$ cat src/ddfd_map.svh
// field positions, codes and timing of the destination doubleword decoder
// Function
// - region word is bits 31 down to 16
// - region subfields split by addressing mode
// - producer sets stride 01 when sixteen-byte aligned
// - bits 14:12 give second source type
// - datapath uses coded type, no coercion
// - register operand uses register type table
// - immediate operand uses immediate type table
// - register table equals destination type table
// - immediate table has no byte types
// - immediate table has three packed vectors
// - one immediate only, last source only
// - halfbyte vector only in packed-word mode
// - halfbyte vector needs byte/word first source
// - register codes 000 uint32, 001 int32, 010 uint16
// - 011-101 narrow integers, 111 float, 110 reserved
// - immediate 100 unsigned halfbyte, 101 float, 110 halfbyte
`ifndef DDFD_MAP_SVH
`define DDFD_MAP_SVH
`define DDFD_REGION_MSB   31
`define DDFD_REGION_LSB   16
`define DDFD_RSVD_BIT     15
`define DDFD_TYPE_MSB     14
`define DDFD_TYPE_LSB     12
`define DDFD_HSTRIDE_MSB  1
`define DDFD_HSTRIDE_LSB  0
`define DDFD_HSTRIDE_A16  2'h1
`define DDFD_CODE_RSVD    3'h6
`define DDFD_CODE_I_RSVD  3'h7
`define DDFD_LATENCY      1
`endif

$ cat src/ddfd_pkg.sv
// types of the destination doubleword decoder
package ddfd_pkg;
	typedef enum logic [3:0] {
		DDFD_K_UINT32, DDFD_K_D, DDFD_K_UINT16, DDFD_K_W, DDFD_K_UINT8, DDFD_K_B, DDFD_K_F,
		DDFD_K_UNSIGNED_HALFBYTE_PACK, DDFD_K_EXP_FLOAT_PACK, DDFD_K_V, DDFD_K_BAD
	} ddfd_kind_t;
	typedef enum logic {DDFD_BYTE_ALIGNED_MODE, DDFD_SIXTEEN_BYTE_ALIGNED_MODE} ddfd_mode_t;
	typedef enum logic {DDFD_FILE_REG, DDFD_FILE_IMM} ddfd_file_t;
endpackage

$ cat src/ddfd_if.sv
// issue-to-decoder link of the destination doubleword decoder
`timescale 1ns/100ps
interface ddfd_if;
	import ddfd_pkg::*;
	logic               valid;
	logic [31:0]        destination_doubleword;
	ddfd_mode_t         operand_addressing_mode;
	ddfd_file_t         src0_file_select;
	ddfd_file_t         operand_file_select;
	logic               two_source;
	logic               packed_word_mode;
	ddfd_kind_t         src0_kind;
	logic               out_valid;
	logic [15:0]        dest_region;
	logic [1:0]         dest_horizontal_stride;
	ddfd_kind_t         second_source_type;
	logic               illegal_encoding;
	modport issue  (output valid, destination_doubleword, operand_addressing_mode,
		src0_file_select, operand_file_select, two_source, packed_word_mode, src0_kind,
		input out_valid, dest_region, dest_horizontal_stride, second_source_type,
		illegal_encoding);
	modport decode (input valid, destination_doubleword, operand_addressing_mode,
		src0_file_select, operand_file_select, two_source, packed_word_mode, src0_kind,
		output out_valid, dest_region, dest_horizontal_stride, second_source_type,
		illegal_encoding);
endinterface

$ cat src/ddfd_decode.sv
// decoder end: splits the destination doubleword and checks its encodings
`timescale 1ns/100ps
`include "ddfd_map.svh"
module ddfd_decode (
	input  wire logic           clk,
	input  wire logic           rst,
	output logic                ex_valid,
	output ddfd_pkg::ddfd_kind_t ex_src1_kind,
	output logic [15:0]         ex_dest_region,
	output logic [1:0]          ex_dest_horizontal_stride,
	output logic                ex_illegal,
	ddfd_if.decode              link
);
	import ddfd_pkg::*;
	ddfd_kind_t  kind_reg;
	ddfd_kind_t  kind_imm;
	ddfd_kind_t  kind_sel;
	logic [15:0] region;
	logic [2:0]  code;
	logic        rsvd_bad;
	logic        code_bad;
	logic        imm_bad;
	logic        vec_bad;
	logic        src0_small;
	logic        v_q;
	logic        ill_q;
	logic [15:0] region_q;
	logic [1:0]  stride_q;
	ddfd_kind_t  kind_q;
	assign region = link.destination_doubleword[`DDFD_REGION_MSB:`DDFD_REGION_LSB];
	assign code = link.destination_doubleword[`DDFD_TYPE_MSB:`DDFD_TYPE_LSB];
	always_comb begin
		unique case (code)
			3'h0: kind_reg = DDFD_K_UINT32;
			3'h1: kind_reg = DDFD_K_D;
			3'h2: kind_reg = DDFD_K_UINT16;
			3'h3: kind_reg = DDFD_K_W;
			3'h4: kind_reg = DDFD_K_UINT8;
			3'h5: kind_reg = DDFD_K_B;
			3'h6: kind_reg = DDFD_K_BAD;
			3'h7: kind_reg = DDFD_K_F;
		endcase
	end
	always_comb begin
		unique case (code)
			3'h0: kind_imm = DDFD_K_UINT32;
			3'h1: kind_imm = DDFD_K_D;
			3'h2: kind_imm = DDFD_K_UINT16;
			3'h3: kind_imm = DDFD_K_W;
			3'h4: kind_imm = DDFD_K_UNSIGNED_HALFBYTE_PACK;
			3'h5: kind_imm = DDFD_K_EXP_FLOAT_PACK;
			3'h6: kind_imm = DDFD_K_V;
			3'h7: kind_imm = DDFD_K_BAD;
		endcase
	end
	assign kind_sel = (link.operand_file_select == DDFD_FILE_IMM) ? kind_imm : kind_reg;
	assign rsvd_bad = link.destination_doubleword[`DDFD_RSVD_BIT];
	assign code_bad = (kind_sel == DDFD_K_BAD);
	assign imm_bad = (link.src0_file_select == DDFD_FILE_IMM) &&
		(link.two_source || link.operand_file_select == DDFD_FILE_IMM);
	assign src0_small = (link.src0_kind == DDFD_K_UINT8) || (link.src0_kind == DDFD_K_B) ||
		(link.src0_kind == DDFD_K_UINT16) || (link.src0_kind == DDFD_K_W);
	assign vec_bad = (kind_sel == DDFD_K_V) &&
		(!link.packed_word_mode || (link.two_source && !src0_small));
	always_ff @(posedge clk) begin
		if (rst) begin
			v_q      <= 1'b0;
			ill_q    <= 1'b0;
			region_q <= 16'h0000;
			stride_q <= 2'h0;
			kind_q   <= DDFD_K_UINT32;
		end else begin
			v_q      <= link.valid;
			ill_q    <= link.valid && (rsvd_bad || code_bad || imm_bad || vec_bad);
			region_q <= region;
			stride_q <= (link.operand_addressing_mode == DDFD_SIXTEEN_BYTE_ALIGNED_MODE) ?
				`DDFD_HSTRIDE_A16 : region[`DDFD_HSTRIDE_MSB:`DDFD_HSTRIDE_LSB];
			kind_q   <= kind_sel;
		end
	end
	assign ex_valid                  = v_q;
	assign ex_src1_kind              = kind_q;
	assign ex_dest_region            = region_q;
	assign ex_dest_horizontal_stride = stride_q;
	assign ex_illegal                = ill_q;
	assign link.out_valid              = v_q;
	assign link.dest_region            = region_q;
	assign link.dest_horizontal_stride = stride_q;
	assign link.second_source_type     = kind_q;
	assign link.illegal_encoding       = ill_q;
endmodule // ddfd_decode

$ cat src/flat_wrapper.sv
// flat-port wrapper written by rule: the top's interface ports become plain ports
module ddfd_decode_flat import ddfd_pkg::*;
  (clk, rst, ex_valid, ex_src1_kind, ex_dest_region, ex_dest_horizontal_stride, ex_illegal, link_valid, link_destination_doubleword, link_operand_addressing_mode, link_src0_file_select, link_operand_file_select, link_two_source, link_packed_word_mode, link_src0_kind, link_out_valid, link_dest_region, link_dest_horizontal_stride, link_second_source_type, link_illegal_encoding);
  ddfd_if link_i ();
  input  wire logic clk;
  input  wire logic rst;
  output logic ex_valid;
  output ddfd_pkg::ddfd_kind_t ex_src1_kind;
  output logic [15:0] ex_dest_region;
  output logic [1:0] ex_dest_horizontal_stride;
  output logic ex_illegal;
  input wire logic [$bits(link_i.valid)-1:0] link_valid;
  input wire logic [$bits(link_i.destination_doubleword)-1:0] link_destination_doubleword;
  input wire logic [$bits(link_i.operand_addressing_mode)-1:0] link_operand_addressing_mode;
  input wire logic [$bits(link_i.src0_file_select)-1:0] link_src0_file_select;
  input wire logic [$bits(link_i.operand_file_select)-1:0] link_operand_file_select;
  input wire logic [$bits(link_i.two_source)-1:0] link_two_source;
  input wire logic [$bits(link_i.packed_word_mode)-1:0] link_packed_word_mode;
  input wire logic [$bits(link_i.src0_kind)-1:0] link_src0_kind;
  output wire logic [$bits(link_i.out_valid)-1:0] link_out_valid;
  output wire logic [$bits(link_i.dest_region)-1:0] link_dest_region;
  output wire logic [$bits(link_i.dest_horizontal_stride)-1:0] link_dest_horizontal_stride;
  output wire logic [$bits(link_i.second_source_type)-1:0] link_second_source_type;
  output wire logic [$bits(link_i.illegal_encoding)-1:0] link_illegal_encoding;
  assign link_i.valid = link_valid;
  assign link_i.destination_doubleword = link_destination_doubleword;
  assign link_i.operand_addressing_mode = link_operand_addressing_mode;
  assign link_i.src0_file_select = link_src0_file_select;
  assign link_i.operand_file_select = link_operand_file_select;
  assign link_i.two_source = link_two_source;
  assign link_i.packed_word_mode = link_packed_word_mode;
  assign link_i.src0_kind = link_src0_kind;
  assign link_out_valid = link_i.out_valid;
  assign link_dest_region = link_i.dest_region;
  assign link_dest_horizontal_stride = link_i.dest_horizontal_stride;
  assign link_second_source_type = link_i.second_source_type;
  assign link_illegal_encoding = link_i.illegal_encoding;
  ddfd_decode u_core (.clk(clk), .rst(rst), .ex_valid(ex_valid), .ex_src1_kind(ex_src1_kind), .ex_dest_region(ex_dest_region), .ex_dest_horizontal_stride(ex_dest_horizontal_stride), .ex_illegal(ex_illegal), .link(link_i));
endmodule
$ cat config.mk
export PLATFORM = sky130hd
export DESIGN_NAME = ddfd_decode_flat
export DESIGN_NICKNAME = d
export VERILOG_FILES = /design/src/ddfd_pkg.sv /design/src/ddfd_if.sv /design/src/ddfd_decode.sv /design/src/flat_wrapper.sv
export VERILOG_INCLUDE_DIRS = /design/src
export SDC_FILE = /design/constraint.sdc
export NUM_CORES = 1
export LEC_CHECK = 0
export ABC_AREA = 0
export BUFFER_PORTS_ARGS = -buffer_cell sky130_fd_sc_hd__buf_2
export CORE_MARGIN = 1.5
export CORE_UTILIZATION = 36
export DETAILED_ROUTE_END_ITERATION = 8
export GPL_TIMING_DRIVEN = 1
export PLACE_DENSITY = 0.79
export SLEW_MARGIN = 20
export SYNTH_ARGS = -nofsm -noshare
export SYNTH_HDL_FRONTEND = slang
export SYNTH_SLANG_ARGS = --single-unit
$ cat constraint.sdc
create_clock -name clk -period 1.66 [get_ports clk]
set_input_delay 0.166 -clock clk [delete_from_list [all_inputs] [get_ports clk]]
set_output_delay 0.166 -clock clk [all_outputs]
set_load 0.01 [all_outputs]
Word level (Yosys, flattened, before mapping)

Memories as Yosys holds them, arrays and structs flattened.
Index checks and enable logic that the tools add are counted.
W data, S select, Z words.

Memories: 2
Bits in registers: 24
Memory bits (read-only): 64

Multiplexer cells: 2
Eq/ne operators: 6
Reductions and logical operators: 15

Memories:

| name            | depth | width | read ports | clocked after Yosys merged registers in | write ports | RTL line          | source |
|---|---|---|---|---|---|---|---|
| (no name shown) | 8     | 4     | 1          | 0                                       | 0           | ddfd_decode.sv:45 | `unique case (code)` |
| (no name shown) | 8     | 4     | 1          | 0                                       | 0           | ddfd_decode.sv:33 | `unique case (code)` |

Operators by type and width:

| kind                 | number |
|---|---|
| $eq A4 B2 Y1 const B | 2 |
| $eq A4 B3 Y1 const B | 2 |
| $eq A4 B4 Y1 const B | 2 |
| $logic_or A1 B1 Y1   | 8 |
| $logic_and A1 B1 Y1  | 4 |
| $mux W4              | 1 |
| $logic_not A1 Y1     | 2 |
| $reduce_or A2 Y1     | 1 |
| $mux W1              | 1 |

Depth between registers and ports, before layout

Gate-level depths: netlist of the first run.

Word-level depth: 10
Gate-level depth with buffers: 6
Depth with buffers taken out: 6

Least setup slack after synthesis of the first run

No wires, ideal clock.

Kind: input to register
Start point: input port link_destination_doubleword[12]
End point: register u_core.ill_q (netlist: u_core.ex_illegal)
Setup slack: 416 ps
Data required time: 1569 ps
Arrival: 1153 ps
Setup time: 91 ps
Stages on the path: 5
Path through: inv_1 > ha_1 > mux2_4 > nand3b_1 > a311oi_1

Word-level cells in the longest chain between the ends: 7
Elaborated cells on any way between the ends: 10
Classes of those cells: eq/ne (2); mux (1); reduce/logical (5); memory (2)

Ends and longest elaborated chain:

| item                             | RTL line           | source |
|---|---|---|
| start: declaration               | flat_wrapper.sv:13 | `input wire logic [$bits(link_i.destination_doubleword)-1:0] link_destination_doubleword;` |
| $mem_v2 Z8 W4 (on tied branches) | -                  |  |
| $mux W4 *                        | ddfd_decode.sv:56  | `assign kind_sel = (link.operand_file_select == DDFD_FILE_IMM) ? kind_imm : kind_reg;` |
| $eq A4 B4 Y1                     | ddfd_decode.sv:58  | `assign code_bad = (kind_sel == DDFD_K_BAD);` |
| $logic_or A1 B1 Y1 (2 in series) | ddfd_decode.sv:74  | `ill_q <= link.valid && (rsvd_bad \|\| code_bad \|\| imm_bad \|\| vec_bad);` |
| $logic_or A1 B1 Y1 *             | ddfd_decode.sv:74  |  |
| $logic_and A1 B1 Y1 *            | ddfd_decode.sv:74  |  |
| end signal: assignment           | ddfd_decode.sv:74  |  |
| end: declaration                 | ddfd_decode.sv:26  | `logic ill_q;` |

Mark *: on every way between the ends. The rest lies on a longest branch, timed or not.
A chain may end at the register's enable or synchronous reset.

Worst setup path in the final report of the first run

Same ends and word-level chain as after synthesis.

==> results of run 1 <==
==> area by class of cell <==
type,count,area (um^2)
multi-input combinational,48,340
fill,265,1430
clock buffer,4,36.3
timing repair buffer,78,390
inverter,5,18.8
sequential,24,480
tap,31,38.8
==> state kept, by name, indices dropped and copies added (netlist names) <==
register	flops
u_core.ex_valid	1
u_core.ex_dest_region	16
u_core.ex_src1_kind	4
u_core.ex_illegal	1
u_core.ex_dest_horizontal_stride	2
==> synthesized netlist by cell type <==
library cell / count
a21oi_1: 1
a311oi_1: 1
a31oi_1: 1
buf_4: 24
clkbuf_1: 2
dfxtp_1: 24
ha_1: 5
inv_1: 5
mux2_4: 1
mux2i_1: 1
nand2_2: 1
nand2b_1: 2
nand3b_1: 2
nand4b_1: 2
nor2_1: 9
nor2b_1: 18
o211a_1: 1
o21a_2: 1
o31ai_1: 1
xor2_1: 1
==> final timing paths <==
kind,start,to,depth (start not counted),slack (ns)
min,link_operand_addressing_mode,u_core.ex_dest_horizontal_stride[1],2,0.02
max,link_destination_doubleword[12],u_core.ex_illegal,6,0.54
==> metrics by stage <==
| step | instances | worst slack (ns) | hold slack (ns) |
|---|---|---|---|
| 2_1_floorplan | 103 | 0.416 | 0.238 |
| 3_3_place_gp | 186 | 0.226 | 0.341 |
| 3_5_place_dp | 186 | 0.210 | 0.341 |
| 4_1_cts | 190 | 0.537 | 0.00424 |
| 5_1_grt | 190 | 0.459 | 0.00881 |
| 6_report | 190 | 0.536 | 0.0210 |
==> power by group <==
part           switching, W  internal [W]
Sequential        0.0000123      0.000608
Combinational     0.0000962     0.0000974
Clock              0.000152      0.000134
==> kinds of logic (layout without fill, tap and decap cells) <==
group	after synthesis	after routing
compound gates	6	6
xor+xnor	1	1
fa+ha+maj	5	5
buf+inv	31	87
flops	24	24
mux	2	2
simple gates	34	34
==> metal layers <==
layer  routed length (um)  up-vias  track usage  share of wire
met5                    0        -            0              0
met4                   26        0       0.0714          0.015
met3                  192        2       0.0253           0.11
met2                  857       55        0.212           0.50
met1                  629      358        0.110           0.37
li1                     -      414            -              -
==> flow_summary.toml, run 1 <==
[run_status]
outcome = "completed"

[sta]
relSlewSlack = 0.752
slew_viol_final = 0
period_share = 0.677
finalHoldViolCount = 0
fmax_ghz = 0.889
post-route-min-period_ns = 1.12
tightest_slew_ns = 0.372
rsz0062_at_grt = "no"
setup_tns_ns = 0
final-setup-viol-count = 0

[route]
drt_wl_total_um = 1710
vias_per_cell = 4.36
vias = 829
wire_per_inst_um = 8.98
ant_nets = 0
firstDrtPassIters = 4
drc = 0
first_iter_violations = 11

[layout]
final_area_um2 = 1310
final_cell_mix = "78 x buf_2, 24 x dfxtp_1, 18 x nor2b_1, 9 x nor2_1"
diodes = 0
final_core_util = 0.477
syn2layout_area_growth_pct = 27.0
nets = 209
drive_above_1_share = 0.535
layout_commonest_cell = "buf_2"

[floorplan]
dieArea_um2 = 3180
fp.dieH_um = 56.4
fp.dieW_um = 56.4
pin_count = 92
rows = 19
core_area_um2 = 2730
start_util = 0.376

[synthesis]
synthDistinctLibCells = 20
yosys_warnings = 0
syn_area_per_cell_um2 = 9.97
synth_compound_area_frac = 0.0451
syn-cell-area_um2 = 1030
syn_inst = 103
netlist.area_leader.share = 0.468
synth_fa_ha_area_frac = 0.0609
ys_ff_latch = 24
synth_area_leader_cell = "dfxtp_1"
synth_nets = 152
synthSimpleGateAreaFrac = 0.192
synthMuxAreaShare = 0.0244
synthTopCellsByArea = "dfxtp_1 47%, buf_4 18%, nor2b_1 11%, ha_1 6.1%, nor2_1 3.3%"
synth_top_family_by_area = "buffers and inverters"
synth_xor_area_frac = 0.00853
ys_seq_area_frac = 0.468

[hold_path]
hold_class = "in2reg"

[setup_path]
path_buf_inv = 2
cp-end-kind = "register"
cpLargestDelayFamily = "adder cells"
worstPathRequired_ns = 1.88
crit_slowest_cell = "ha_1"
crit_chain = "buf_2 -> inv_1 -> ha_1 -> mux2_4 -> nand3b_1 -> a311oi_1"
critPathKind = "in2reg"
crit_path_start_kind = "input pin"
cp_max_fo = 4
crit_arrival_ns = 1.34
slowest_delay_ns = 0.30

[clock_network]
cts-buffers-inserted = 3
hold_buffers = 0
clk_pin_slew_worst_paths_ns = 0.12
clkSinkCount = 24
cts_setup_buffers = 0
cts_max_level = 1
root_buffer = "clkbuf_4"
cts_tree = "yes"
cts_buffer_depth = 2
post_cts_resized = 0

[global_routing]
grt_pass1_vias = 717
grt_pass1_wl_um = 2790
grt_usage = 0.113
grt_overflow = 0
antenna_found_initial = 0
grt_max_degree = 23

[placement]
dpl.hpwl_um = 1440
dpl-instance-area_um2 = 1270
place_congestion = 0.679
portBuffers = 78

[power_and_ir_drop]
p_leak_nw = 0.734
p_per_area_nw_per_um2 = 842
power_w = 0.00110
vdd_ir_drop_max_uv = 502

[run]
drv_cap = 0
(Power assumes the default switching activity.)
==> inputs of run 2 (changes only) <==
- CORE_UTILIZATION: 36 -> 33
- PLACE_DENSITY: 0.79 -> 0.76
- clock period: 1.66 -> 1 ns (I/O delays scaled with it)
==> flow_summary.toml, run 2 (synthesis gave the netlist of run 1 again) <==
[hold_path]
min_to = "u_core.ex_dest_region[14]"
hold_depth = 2
hold_start = "link_destination_doubleword[30]"
hold_class = "in2reg"

[setup_path]
cp_max_fo = 4
crit_path_start_kind = "input pin"
worstPathRequired_ns = 1.22
critPathKind = "in2reg"
crit_arrival_ns = 1.16
cp-end-kind = "register"

[sta]
tightest_slew_ns = 0.383
period_share = 0.939
fmax_ghz = 1.06
finalHoldViolCount = 0
setup_tns_ns = 0
relSlewSlack = 0.744
final-setup-viol-count = 0
slew_viol_final = 0
post-route-min-period_ns = 0.939
rsz0062_at_grt = "no"

[power_and_ir_drop]
vdd_ir_drop_max_uv = 360
p_leak_nw = 0.823
p_per_area_nw_per_um2 = 1200
power_w = 0.00183

[floorplan]
fp.dieW_um = 58.8
rows = 20
fp.dieH_um = 58.8
dieArea_um2 = 3460
start_util = 0.342
core_area_um2 = 3000
pin_count = 92

[clock_network]
cts-buffers-inserted = 3
cts_setup_buffers = 0
cts_tree = "yes"
clk_pin_slew_worst_paths_ns = 0.12
clkSinkCount = 24
cts_buffer_depth = 2
cts_max_level = 1
root_buffer = "clkbuf_4"

[layout]
area.sequential_um2 = 480
largest_reg_flops = 16
diodes = 0
nets = 230
final_core_util = 0.507
layout_commonest_cell = "buf_2"
fillCellCount = 280
drive_above_1_share = 0.531
final_cell_mix = "78 x buf_2, 24 x dfxtp_1, 18 x nor2b_1, 14 x dlygate4sd3_1, 9 x nor2_1"
syn2layout_area_growth_pct = 48.1
multiInputGateArea_um2 = 358
final_cell_count_no_fill = 212

[route]
firstDrtPassIters = 3
vias_per_cell = 4.15
ant_nets = 0
vias = 880
wire_per_inst_um = 9.58
first_iter_violations = 20
drc = 0
drt_wl_total_um = 2030

[run_status]
outcome = "completed"

[global_routing]
grt_overflow = 0
grt_max_degree = 23
antenna_found_initial = 0
grt_pass1_wl_um = 3130
grt_usage = 0.122
grt_pass1_vias = 773

[run]
drv_cap = 0

[placement]
place_congestion = 0.679
portBuffers = 78
dpl.hpwl_um = 1500
post-place-cells = 195
==> run 2: where the power goes <==
part | switching [W] | internal (W) | total [W]
Sequential | 0.0000208 | 0.00101 | 0.00103
Combinational | 0.000183 | 0.000223 | 0.000406
Clock | 0.000250 | 0.000140 | 0.000390
Total | 0.000454 | 0.00137 | 0.00183
==> run 2: per-stage QoR <==
stage,worst slack [ns],instance area (um^2),hold WS (ns)
6_report,0.0609,1520,0.0127
5_1_grt,0.0188,1520,0.0149
4_1_cts,0.0627,1500,0.00406
3_5_place_dp,-0.259,1350,0.280
3_3_place_gp,-0.244,1350,0.282
2_1_floorplan,-0.0171,1060,0.172
==> run 2: final cells by class <==
| type | instances | share of cell area |
|---|---|---|
| clock buffer | 3 | 0.0148 |
| inverter | 5 | 0.0238 |
| timing repair buffer | 99 | 0.383 |
| multi-input combinational | 48 | 0.235 |
| tap | 33 | 0.0271 |
| sequential | 24 | 0.316 |
==> run 2: worst max-delay path by stage <==
stage	end	startpoint	depth (start not counted)	slack, ns
floorplan	u_core.ex_illegal	link_destination_doubleword[13]	5	-0.02
global placement	u_core.ex_illegal	link_destination_doubleword[13]	6	-0.24
detailed placement	u_core.ex_illegal	link_destination_doubleword[13]	6	-0.26
CTS	u_core.ex_illegal	link_destination_doubleword[13]	6	0.06
global route	u_core.ex_illegal	link_destination_doubleword[12]	7	0.02
finish	u_core.ex_illegal	link_destination_doubleword[13]	6	0.06
==> run 2: per-layer routing <==
layer | wire length, um | GRT usage
met1 | 807 | 0.121
met2 | 998 | 0.225
met3 | 207 | 0.0330
met4 | 18 | 0.0682
met5 | 0 | 0
==> run 2: timing repair <==
action / CTS / global route
hold buffers: 12 / 2
hold endpoints to repair: 12 / 2
endpoints found under the setup margin: 0 / 1
resized for setup: 0 / 1
==> run 2: worst max-delay path: stages <==
cell and delay, ns:
buf_2 0.17, inv_12 0.04, ha_4 0.22, mux2_4 0.27
nand3b_1 0.16, a311oi_1 0.20
==> inputs of run 3 (changes only) <==
- CORE_MARGIN: 1.5 -> 4
==> flow_summary.toml, run 3 (synthesis gave the netlist of run 1 again) <==
[sta]
final-setup-viol-count = 0
finalHoldViolCount = 0
post-route-min-period_ns = 0.969
slew_viol_final = 0
fmax_ghz = 1.03
layout_setup_ws_ns = 0.0313
setup_tns_ns = 0
relSlewSlack = 0.749
rsz0062_at_grt = "no"
tightest_slew_ns = 0.376
period_share = 0.969

[setup_path]
crit_path_start_kind = "input pin"
crit_chain = "buf_2 -> buf_4 -> ha_1 -> nand3b_1 -> o211a_1 -> nand4b_1 -> a311oi_1"
crit_slowest_cell = "a311oi_1"
critPathKind = "in2reg"
path_buf_inv = 2
slowest_delay_ns = 0.25
cp_max_fo = 3
crit_arrival_ns = 1.20
cpLargestDelayFamily = "compound AO/OA/AOI/OAI gates"
worstPathRequired_ns = 1.23
cp-end-kind = "register"

[global_routing]
grt_pass1_wl_um = 4090
grt_pass1_vias = 912
grt_usage = 0.125
antenna_found_initial = 0
grt_overflow = 0
grt_max_degree = 23

[layout]
syn2layout_area_growth_pct = 47.3
fillCellCount = 261
diodes = 0
largest_reg_flops = 16
final_cell_count_no_fill = 209
drive_above_1_share = 0.528
nets = 228
final_cell_mix = "77 x buf_2, 24 x dfxtp_1, 18 x nor2b_1, 13 x dlygate4sd3_1, 9 x nor2_1"
layout_commonest_cell = "buf_2"

[clock_network]
cts_max_level = 1
cts-buffers-inserted = 3
clk_pin_slew_worst_paths_ns = 0.13
clkSinkCount = 24
cts_tree = "yes"
cts_buffer_depth = 2
cts_setup_buffers = 0
root_buffer = "clkbuf_4"

[floorplan]
rows = 19
core_area_um2 = 2850
start_util = 0.360
dieArea_um2 = 4070
fp.dieW_um = 63.8
pin_count = 92
fp.dieH_um = 63.8

[power_and_ir_drop]
p_leak_nw = 0.819
p_per_area_nw_per_um2 = 1280
pwr-share-clk = 0.257
power_w = 0.00193
vdd_ir_drop_max_uv = 469
power_switching_w = 0.000487
seqPwrFrac = 0.533
switching_share = 0.252
intPower_w = 0.00145
p_comb_frac = 0.210

[route]
drc = 0
firstDrtPassIters = 4
wire_per_inst_um = 12.0
vias_per_cell = 4.33
ant_nets = 0
vias = 904
first_iter_violations = 21
drt_wl_total_um = 2510

[run_status]
outcome = "completed"

[run]
drv_cap = 0

[hold_path]
hold_start = "link_destination_doubleword[19]"
hold_class = "in2reg"
hold_depth = 2
min_to = "u_core.ex_dest_region[3]"

[placement]
dpl.hpwl_um = 1970
pre_cts_ws_ns = -0.315
post-place-cells = 192
place_congestion = 0.625
portBuffers = 78
## run 3: repair_timing
action / CTS / global route
resized for setup: 0 / 1
endpoints found under the hold margin: 12 / 1
setup endpoints to repair: 0 / 1
hold buffers: 12 / 1
## run 3: worst max-delay path by stage
stage	startpoint	end	slack (ns)	cells after the start
floorplan	link_destination_doubleword[13]	u_core.ex_illegal	-0.02	5
global placement	link_destination_doubleword[13]	u_core.ex_illegal	-0.24	6
finish	link_destination_doubleword[12]	u_core.ex_illegal	0.03	7
detailed placement	link_destination_doubleword[13]	u_core.ex_illegal	-0.32	6
global route	link_destination_doubleword[12]	u_core.ex_illegal	0.004	8
CTS	link_destination_doubleword[13]	u_core.ex_illegal	0.02	6
## run 3: layer usage
layer	track usage	wire [um]
met3	0.0263	272
met4	0.0566	21
met2	0.232	1300
met5	0	0
met1	0.133	909
## run 3: cell type report
type	instances	area, um^2	share of cell area
clock buffers	4	36.3	0.0240
inverters	5	36.3	0.0240
multi-input cells	48	353	0.233
flip-flops and latches	24	480	0.318
well taps	31	38.8	0.0256
repair buffers	97	568	0.376
## run 3: power by group through the flow
stage          clock network, W  logic (W)  registers [W]
6_report               0.000497   0.000407        0.00103
5_1_grt                0.000574   0.000442        0.00104
4_1_cts                0.000525   0.000406        0.00103
3_5_place_dp                  0   0.000368        0.00105
3_3_place_gp                  0   0.000358        0.00105
2_1_floorplan                 0   0.000200        0.00108
## run 3: metrics by stage
step | utilization | instance area (um^2) | hold slack, ns
final | 0.530 | 1510 | 0.00792
after global routing | 0.530 | 1510 | 0.0126
after CTS | 0.526 | 1500 | 0.00356
after detailed placement | 0.471 | 1340 | 0.274
after global placement | 0.471 | 1340 | 0.274
after floorplan | - | 1060 | 0.172
